File: config.mk
export PLATFORM = sky130hd
export DESIGN_NAME = dual_match_timer
export DESIGN_NICKNAME = d
export VERILOG_FILES = /design/src/core/timer_pkg.sv /design/src/core/dual_match_timer.sv
export SDC_FILE = /design/constraint.sdc
export NUM_CORES = 1
export LEC_CHECK = 0
export ABC_AREA = 1
export BUFFER_PORTS_ARGS = -buffer_cell sky130_fd_sc_hd__buf_2
export CAP_MARGIN = 20
export CORE_MARGIN = 5
export CORE_UTILIZATION = 55
export DETAILED_ROUTE_END_ITERATION = 8
export GPL_TIMING_DRIVEN = 0
export PLACE_DENSITY = 0.78
export SLEW_MARGIN = 20
export SYNTH_ARGS = -nofsm -noshare
export SYNTH_HDL_FRONTEND = slang
export SYNTH_SLANG_ARGS = --single-unit
File: constraint.sdc
create_clock -name i_clk -period 5.01 [get_ports i_clk]
set_input_delay 1.2525 -clock i_clk [delete_from_list [all_inputs] [get_ports i_clk]]
set_output_delay 1.2525 -clock i_clk [all_outputs]
set_load 0.05 [all_outputs]
File: src/core/timer_pkg.sv
package timer_pkg;
	localparam int unsigned DATA_W = 32;
	localparam int unsigned ADDR_W = 8;
	localparam int unsigned UNIT2_W = 16;
	localparam int unsigned UNIT3_W = 8;
	localparam int unsigned PRESC_W = 8;
	localparam int unsigned SEL_W = 3;

	// register byte addresses
	localparam logic [ADDR_W-1:0] ADDR_CTRL2 = 8'h00;
	localparam logic [ADDR_W-1:0] ADDR_CMP2_LO = 8'h04;
	localparam logic [ADDR_W-1:0] ADDR_CMP2_HI = 8'h08;
	localparam logic [ADDR_W-1:0] ADDR_CNT2 = 8'h0c;
	localparam logic [ADDR_W-1:0] ADDR_CTRL3 = 8'h10;
	localparam logic [ADDR_W-1:0] ADDR_CMP3 = 8'h14;
	localparam logic [ADDR_W-1:0] ADDR_CNT3 = 8'h18;
	localparam logic [ADDR_W-1:0] ADDR_IRQ_STATUS = 8'h1c;
	localparam logic [ADDR_W-1:0] ADDR_IRQ_MASK = 8'h20;

	// unit 2 control fields
	localparam int unsigned C2_MODE_LSB = 0;
	localparam int unsigned C2_EDGE_BIT = 2;
	localparam int unsigned C2_EN_BIT = 3;
	localparam int unsigned C2_SEL_LSB = 4;
	// unit 3 control fields
	localparam int unsigned C3_MODE_LSB = 0;
	localparam int unsigned C3_START_BIT = 2;
	localparam int unsigned C3_SEL_LSB = 3;
	localparam int unsigned C3_FF_VAL_BIT = 6;
	localparam int unsigned C3_FF_LOAD_BIT = 7;
	// flip-flop state shown above the unit 3 count
	localparam int unsigned CNT3_FF_BIT = 8;
	// interrupt bits
	localparam int unsigned IRQ_U2_BIT = 0;
	localparam int unsigned IRQ_U3_BIT = 1;
	localparam int unsigned IRQ_W = 2;

	localparam logic [1:0] RESP_OKAY = 2'h0;
	localparam logic [1:0] RESP_SLVERR = 2'h2;
	localparam logic [UNIT3_W-1:0] UNIT3_ALL_ONES = 8'hff;

	typedef enum logic [1:0] {U2_TIMER, U2_COUNTER, U2_WINDOW} unit2_mode_t;
	typedef enum logic [1:0] {U3_TIMER, U3_COUNTER, U3_DIVIDER, U3_PULSE_WIDTH} unit3_mode_t;
endpackage

File: src/core/dual_match_timer.sv
`timescale 1ns/10ps
module dual_match_timer import timer_pkg::*; (
	input wire logic i_clk,
	input wire logic i_nrst,
	input wire logic i_awvalid,
	output logic o_awready,
	input wire logic [ADDR_W-1:0] i_awaddr,
	input wire logic [2:0] i_awprot,
	input wire logic i_wvalid,
	output logic o_wready,
	input wire logic [DATA_W-1:0] i_wdata,
	input wire logic [DATA_W/8-1:0] i_wstrb,
	output logic o_bvalid,
	input wire logic i_bready,
	output logic [1:0] o_bresp,
	input wire logic i_arvalid,
	output logic o_arready,
	input wire logic [ADDR_W-1:0] i_araddr,
	input wire logic [2:0] i_arprot,
	output logic o_rvalid,
	input wire logic i_rready,
	output logic [DATA_W-1:0] o_rdata,
	output logic [1:0] o_rresp,
	input wire logic i_unit2_count_pin,
	input wire logic i_unit3_count_pin,
	output logic o_divider_output_pin_n,
	output logic o_pulse_width_pin_n,
	output logic o_irq
);
	typedef struct packed {
		logic awready;
		logic wready;
		logic bvalid;
		logic [1:0] bresp;
		logic arready;
		logic rvalid;
		logic [1:0] rresp;
		logic [DATA_W-1:0] rdata;
		logic [PRESC_W-1:0] presc;
		unit2_mode_t mode2;
		logic edge2;
		logic en2;
		logic [SEL_W-1:0] sel2;
		logic [UNIT2_W-1:0] cmp2;
		logic inhibit2;
		logic [UNIT2_W-1:0] cnt2;
		logic p2_s1;
		logic p2_s2;
		logic g2_prev;
		unit3_mode_t mode3;
		logic start3;
		logic [SEL_W-1:0] sel3;
		logic [UNIT3_W-1:0] stage3;
		logic [UNIT3_W-1:0] active3;
		logic [UNIT3_W-1:0] cnt3;
		logic ff3;
		logic p3_s1;
		logic p3_s2;
		logic g3_prev;
		logic [IRQ_W-1:0] status;
		logic [IRQ_W-1:0] mask;
		logic irq;
		logic div_n;
		logic pwm_n;
	} state_t;

	localparam state_t RESET_STATE = '{
		mode2: U2_TIMER,
		mode3: U3_TIMER,
		div_n: 1'b1,
		pwm_n: 1'b1,
		default: '0
	};

	state_t st;
	state_t next_st;
	logic do_wr;
	logic do_rd;
	logic g2;
	logic g3;
	logic tick2;
	logic tick3;
	logic ev2;
	logic ev3;
	logic [UNIT2_W-1:0] inc2;
	logic [UNIT3_W-1:0] inc3;

	// a transfer completes on the edge where our ready meets the master's valid
	assign do_wr = st.awready & i_awvalid & i_wvalid;
	assign do_rd = st.arready & i_arvalid;
	assign inc2 = st.cnt2 + 16'h0001;
	assign inc3 = st.cnt3 + 8'h01;

	always_comb begin
		case (st.mode2)
			U2_TIMER: g2 = st.presc[st.sel2];
			U2_COUNTER: g2 = st.edge2 ? ~st.p2_s2 : st.p2_s2;
			U2_WINDOW: g2 = st.presc[st.sel2] & st.p2_s2;
			default: g2 = 1'b0;
		endcase
		case (st.mode3)
			U3_COUNTER: g3 = st.p3_s2;
			default: g3 = st.presc[st.sel3];
		endcase
	end

	// a mode change can look like one edge; software should stop a unit before switching
	assign tick2 = st.en2 & g2 & ~st.g2_prev;
	assign tick3 = st.start3 & g3 & ~st.g3_prev;

	always_comb begin
		logic [IRQ_W-1:0] clr;
		clr = '0;
		next_st = st;
		ev2 = 1'b0;
		ev3 = 1'b0;

		next_st.presc = st.presc + 8'h01;
		next_st.p2_s1 = i_unit2_count_pin;
		next_st.p2_s2 = st.p2_s1;
		next_st.p3_s1 = i_unit3_count_pin;
		next_st.p3_s2 = st.p3_s1;
		next_st.g2_prev = g2;
		next_st.g3_prev = g3;

		// write channel
		next_st.awready = 1'b0;
		next_st.wready = 1'b0;
		if (!st.awready && !st.bvalid && i_awvalid && i_wvalid) begin
			next_st.awready = 1'b1;
			next_st.wready = 1'b1;
		end
		if (st.bvalid && i_bready) begin
			next_st.bvalid = 1'b0;
		end

		// unit 2
		if (tick2) begin
			if (!st.inhibit2 && inc2 == st.cmp2) begin
				next_st.cnt2 = '0;
				ev2 = 1'b1;
			end else begin
				next_st.cnt2 = inc2;
			end
		end

		// unit 3; the active stage tracks the written value while stopped
		if (!st.start3) begin
			next_st.active3 = st.stage3;
		end
		if (tick3) begin
			case (st.mode3)
				U3_TIMER, U3_COUNTER: begin
					if (inc3 == st.stage3) begin
						next_st.cnt3 = '0;
						ev3 = 1'b1;
					end else begin
						next_st.cnt3 = inc3;
					end
				end
				U3_DIVIDER: begin
					if (inc3 == st.stage3) begin
						next_st.cnt3 = '0;
						next_st.ff3 = ~st.ff3;
						ev3 = 1'b1;
					end else begin
						next_st.cnt3 = inc3;
					end
				end
				U3_PULSE_WIDTH: begin
					if (st.cnt3 == UNIT3_ALL_ONES) begin
						next_st.cnt3 = '0;
						next_st.ff3 = ~st.ff3;
						next_st.active3 = st.stage3;
						ev3 = 1'b1;
					end else begin
						next_st.cnt3 = inc3;
						if (inc3 == st.active3) begin
							next_st.ff3 = ~st.ff3;
						end
					end
				end
				default: next_st.cnt3 = st.cnt3;
			endcase
		end

		// register writes; all fields sit in byte lane 0
		if (do_wr) begin
			next_st.bvalid = 1'b1;
			next_st.bresp = RESP_OKAY;
			case (i_awaddr)
				ADDR_CTRL2: begin
					if (i_wstrb[0]) begin
						next_st.mode2 = unit2_mode_t'(i_wdata[C2_MODE_LSB +: 2]);
						next_st.edge2 = i_wdata[C2_EDGE_BIT];
						next_st.en2 = i_wdata[C2_EN_BIT];
						next_st.sel2 = i_wdata[C2_SEL_LSB +: SEL_W];
					end
				end
				ADDR_CMP2_LO: begin
					if (i_wstrb[0]) begin
						next_st.cmp2[7:0] = i_wdata[7:0];
						next_st.inhibit2 = 1'b1;
					end
				end
				ADDR_CMP2_HI: begin
					if (i_wstrb[0]) begin
						next_st.cmp2[15:8] = i_wdata[7:0];
						next_st.inhibit2 = 1'b0;
					end
				end
				ADDR_CTRL3: begin
					if (i_wstrb[0]) begin
						next_st.mode3 = unit3_mode_t'(i_wdata[C3_MODE_LSB +: 2]);
						next_st.start3 = i_wdata[C3_START_BIT];
						next_st.sel3 = i_wdata[C3_SEL_LSB +: SEL_W];
						// a preset overrides a toggle landing in the same cycle
						if (i_wdata[C3_FF_LOAD_BIT]) begin
							next_st.ff3 = i_wdata[C3_FF_VAL_BIT];
						end
					end
				end
				ADDR_CMP3: begin
					if (i_wstrb[0]) begin
						next_st.stage3 = i_wdata[UNIT3_W-1:0];
					end
				end
				ADDR_IRQ_STATUS: begin
					if (i_wstrb[0]) begin
						clr = i_wdata[IRQ_W-1:0];
					end
				end
				ADDR_IRQ_MASK: begin
					if (i_wstrb[0]) begin
						next_st.mask = i_wdata[IRQ_W-1:0];
					end
				end
				ADDR_CNT2, ADDR_CNT3: next_st.bresp = RESP_OKAY;
				default: next_st.bresp = RESP_SLVERR;
			endcase
		end

		// set wins over a write-one clear in the same cycle
		next_st.status = (st.status & ~clr) | {ev3, ev2};

		// read channel
		next_st.arready = 1'b0;
		if (!st.arready && !st.rvalid && i_arvalid) begin
			next_st.arready = 1'b1;
		end
		if (st.rvalid && i_rready) begin
			next_st.rvalid = 1'b0;
		end
		if (do_rd) begin
			next_st.rvalid = 1'b1;
			next_st.rresp = RESP_OKAY;
			next_st.rdata = '0;
			case (i_araddr)
				ADDR_CTRL2: begin
					next_st.rdata[C2_MODE_LSB +: 2] = st.mode2;
					next_st.rdata[C2_EDGE_BIT] = st.edge2;
					next_st.rdata[C2_EN_BIT] = st.en2;
					next_st.rdata[C2_SEL_LSB +: SEL_W] = st.sel2;
				end
				ADDR_CMP2_LO: next_st.rdata[7:0] = st.cmp2[7:0];
				ADDR_CMP2_HI: next_st.rdata[7:0] = st.cmp2[15:8];
				ADDR_CNT2: next_st.rdata[UNIT2_W-1:0] = st.cnt2;
				ADDR_CTRL3: begin
					next_st.rdata[C3_MODE_LSB +: 2] = st.mode3;
					next_st.rdata[C3_START_BIT] = st.start3;
					next_st.rdata[C3_SEL_LSB +: SEL_W] = st.sel3;
					next_st.rdata[C3_FF_VAL_BIT] = st.ff3;
				end
				ADDR_CMP3: next_st.rdata[UNIT3_W-1:0] = st.stage3;
				ADDR_CNT3: begin
					next_st.rdata[UNIT3_W-1:0] = st.cnt3;
					next_st.rdata[CNT3_FF_BIT] = st.ff3;
				end
				ADDR_IRQ_STATUS: next_st.rdata[IRQ_W-1:0] = st.status;
				ADDR_IRQ_MASK: next_st.rdata[IRQ_W-1:0] = st.mask;
				default: next_st.rresp = RESP_SLVERR;
			endcase
		end

		// pins idle high outside their own mode
		next_st.irq = |(next_st.status & next_st.mask);
		next_st.div_n = (next_st.mode3 == U3_DIVIDER) ? ~next_st.ff3 : 1'b1;
		next_st.pwm_n = (next_st.mode3 == U3_PULSE_WIDTH) ? ~next_st.ff3 : 1'b1;
	end

	always_ff @(posedge i_clk or negedge i_nrst) begin
		if (!i_nrst) begin
			st <= RESET_STATE;
		end else begin
			st <= next_st;
		end
	end

	assign o_awready = st.awready;
	assign o_wready = st.wready;
	assign o_bvalid = st.bvalid;
	assign o_bresp = st.bresp;
	assign o_arready = st.arready;
	assign o_rvalid = st.rvalid;
	assign o_rdata = st.rdata;
	assign o_rresp = st.rresp;
	assign o_divider_output_pin_n = st.div_n;
	assign o_pulse_width_pin_n = st.pwm_n;
	assign o_irq = st.irq;
endmodule

==> flow_summary.ini <==
[run_status]
status = completed

[critical_path]
critPathKind = input pin to flip-flop
crit_path_end_kind = flip-flop
critical_path_required_ns = 5.35
cp_max_fo = 10
r2r_start = st[45]
critPathArrivalTime_ns = 2.98
critPathLaunch = i_araddr[1]
worstSetupStartpointType = input pin

[layout]
layout_commonest_cell = nand2_1
multiInputGateArea_sq_um = 2856
n_antenna_cell = 0
area.growth.synth_to_final_pct = 18.37
nets = 1014
fill_cells = 972
regArea_sq_um = 2855
final_cell_mix = nand2_1, inv_1, dfrtp_1
layout-drive-gt1-share = 0.1599

[power_and_ir_drop]
p_seq_frac = 0.396
ir_worst_vdd_uv = 206.2
total_power_mw = 2.375
p_per_area_nw_per_um2 = 311.0
power_switching_share = 0.2345
combPwrFrac = 0.069
p_switching_mw = 0.5569
power.leakage_nw = 3.702
p_clk_frac = 0.535
p_int_mw = 1.818

[hold_path]
hold_class = flip-flop to flip-flop
min_from = next_st[42]

[die]
fp.dieArea_sq_um = 13990
io_pins = 111
coreArea_sq_um = 11470
die_x_um = 118.3
initial_core_util = 0.5626
rows = 39
die_h_um = 118.3

[detailed_routing]
dr.pass1.iters = 5
drt-initial-drc-count = 489
wl_mm = 17.68
vias = 6086
drtAntennaViolNets = 0
post-route-drc-count = 0
vias_per_cell = 5.533
wire_per_inst_um = 16.07

[clocking]
clock_path_buffers = 2
clock_sinks = 114
postCtsSetupRepairBufs = 0
tritoncts = yes
clk_latency_ns = 0.42
cts_resized = 0
cts_root_buffer = clkbuf_16
clk_pin_slew_worst_paths_ns = 0.05
htreeDepth = 4
hold_buffers = 0
numCtsBuffers = 17

[synthesis]
ys_types = 45
ys_ff_latch = 114
ys_seq_area_frac = 0.4426
ys.warnings.count = 0
syn_area_per_cell_sq_um = 7.608
syn-cell-area_sq_um = 6451
netlist_instances = 848

[sta]
maxSlewHeadroom = 0.5945
setup_viol = 0
final.period_utilization = 0.5265
fin_tns_setup_ns = 0
final-hold-violation-count = 0
grt_setup_unrepaired = false
max_freq_ghz = 0.3791
clock_skew_ns = 0.01134
worst_slew_pin_slew_ns = 0.6003
finalMaxSlewViolations = 0
period_minus_slack_ns = 2.638

[flow_run]
maxCapViolations = 0

[global_routing]
grt_max_degree = 66
grtUsageTotal = 0.2602
antenna_found_initial = 0
grt_first_pass_wirelength_mm = 29.33
grt_pass1_vias = 5785
grt_overflow_total = 0

[placement]
gp_congestion = 0.9238
dp_hpwl_mm = 12.99
place.port_buffers = 59
## area by class of cell
| type | instances | share of cell area |
|---|---|---|
| clock inverter | 11 | 0.02130 |
| inverter | 122 | 0.05997 |
| timing repair buffer | 60 | 0.04309 |
| tap | 143 | 0.02343 |
| clock buffer | 21 | 0.05899 |
| buffer | 51 | 0.04522 |
| sequential | 114 | 0.3739 |
| multi-input combinational | 578 | 0.3741 |
## synth_stat cells, drive strengths merged
master	number	area share
a221oi	2	0.0027
buf	40	0.047
inv	120	0.070
nor2	56	0.036
a211oi	1	0.0012
o2111ai	1	0.0014
nand3	72	0.058
nand3b	11	0.013
or2	2	0.0019
o31ai	10	0.012
o211ai	2	0.0023
o22ai	24	0.023
clkbuf	11	0.0064
nor3	13	0.013
nand4	17	0.016
a2bb2oi	1	0.0014
and2	1	0.00097
o21bai	1	0.0012
dfstp	2	0.0081
o41ai	3	0.0041
clkinv	2	0.0012
nor3b	1	0.0012
nand2	219	0.13
o2bb2ai	1	0.0014
ha	3	0.0058
a21boi	2	0.0023
o21ai	89	0.071
xnor2	3	0.0041
xnor3	1	0.0035
a31oi	1	0.0019
a21oi	12	0.0093
dfrtp	112	0.43
o221ai	3	0.0041
conb	1	0.00058
xor2	8	0.011
## power groups by stage
| stage | clock network, mW | registers (mW) | logic (mW) |
|---|---|---|---|
| 2_1_floorplan | 0 | 0.965 | 0.0962 |
| 3_3_place_gp | 0 | 0.955 | 0.159 |
| 3_5_place_dp | 0 | 0.956 | 0.164 |
| 4_1_cts | 1.28 | 0.940 | 0.164 |
| 5_1_grt | 1.33 | 0.941 | 0.178 |
| 6_report | 1.27 | 0.940 | 0.164 |
## kinds of logic after synthesis
kind of cell,synth area share
AOI/OAI and AO/OA,0.1389
other,0.0005813
xor gates and xnor gates,0.01843
buffers and inverters,0.1245
DFF,0.4426
adders and majority gates,0.005819
and+or+nand+nor,0.2692
## worst max-delay path, stage by stage
cell	delay (ns)
buf_2	0.09
or2_2	0.32
inv_1	0.06
nand3_1	0.09
nor2_1	0.32
inv_1	0.18
clkbuf_1	0.27
o22ai_1	0.17
a211oi_1	0.08
o21ai_0	0.15
## layer usage
layer | routed length (um) | GRT usage | part of all wire
met1 | 7722 | 0.3604 | 0.44
met2 | 7919 | 0.3945 | 0.45
met3 | 1511 | 0.05826 | 0.085
met4 | 527 | 0.1118 | 0.030
met5 | 0 | 0 | 0
## state kept, by name (all words and copies together), names as in the netlist
name                    cells
o_irq                       1
o_pulse_width_pin_n         1
o_bvalid                    1
o_arready                   1
o_awready                   1
o_bresp                     1
next_st                     2
o_rvalid                    1
o_divider_output_pin_n      1
o_rdata                    16
st                         87
o_rresp                     1
## through the flow
stage / std cells / hold slack (ns) / setup slack (ns) / area [sq um] / utilization
detailed placement: 1068 / 0.3347 / 2.010 / 7023 / 0.6124
CTS: 1100 / 0.3468 / 2.431 / 7636 / 0.6659
global placement: 1067 / 0.3326 / 1.291 / 6989 / 0.6095
finish: 1100 / 0.3462 / 2.372 / 7636 / 0.6659
floorplan: 865 / 0.3312 / 2.475 / 6515 / -
global route: 1100 / 0.3492 / 2.249 / 7636 / 0.6659
## path summary, 6_finish.rpt
| path | slack, ns | end | depth (start not counted) |
|---|---|---|---|
| max in group asynchronous | 3.53 | st[25] | 2 |
| worst max register to register | 2.53 | st[49] | 15 |
| worst min-delay path | 0.35 | st[42] | 0 |
| worst min register to register | 0.35 | st[42] | 0 |
| worst max-delay path | 2.37 | o_rdata[7] | 10 |
| min in group asynchronous | 0.82 | st[47] | 1 |
Power figures use the tool's default switching activity.
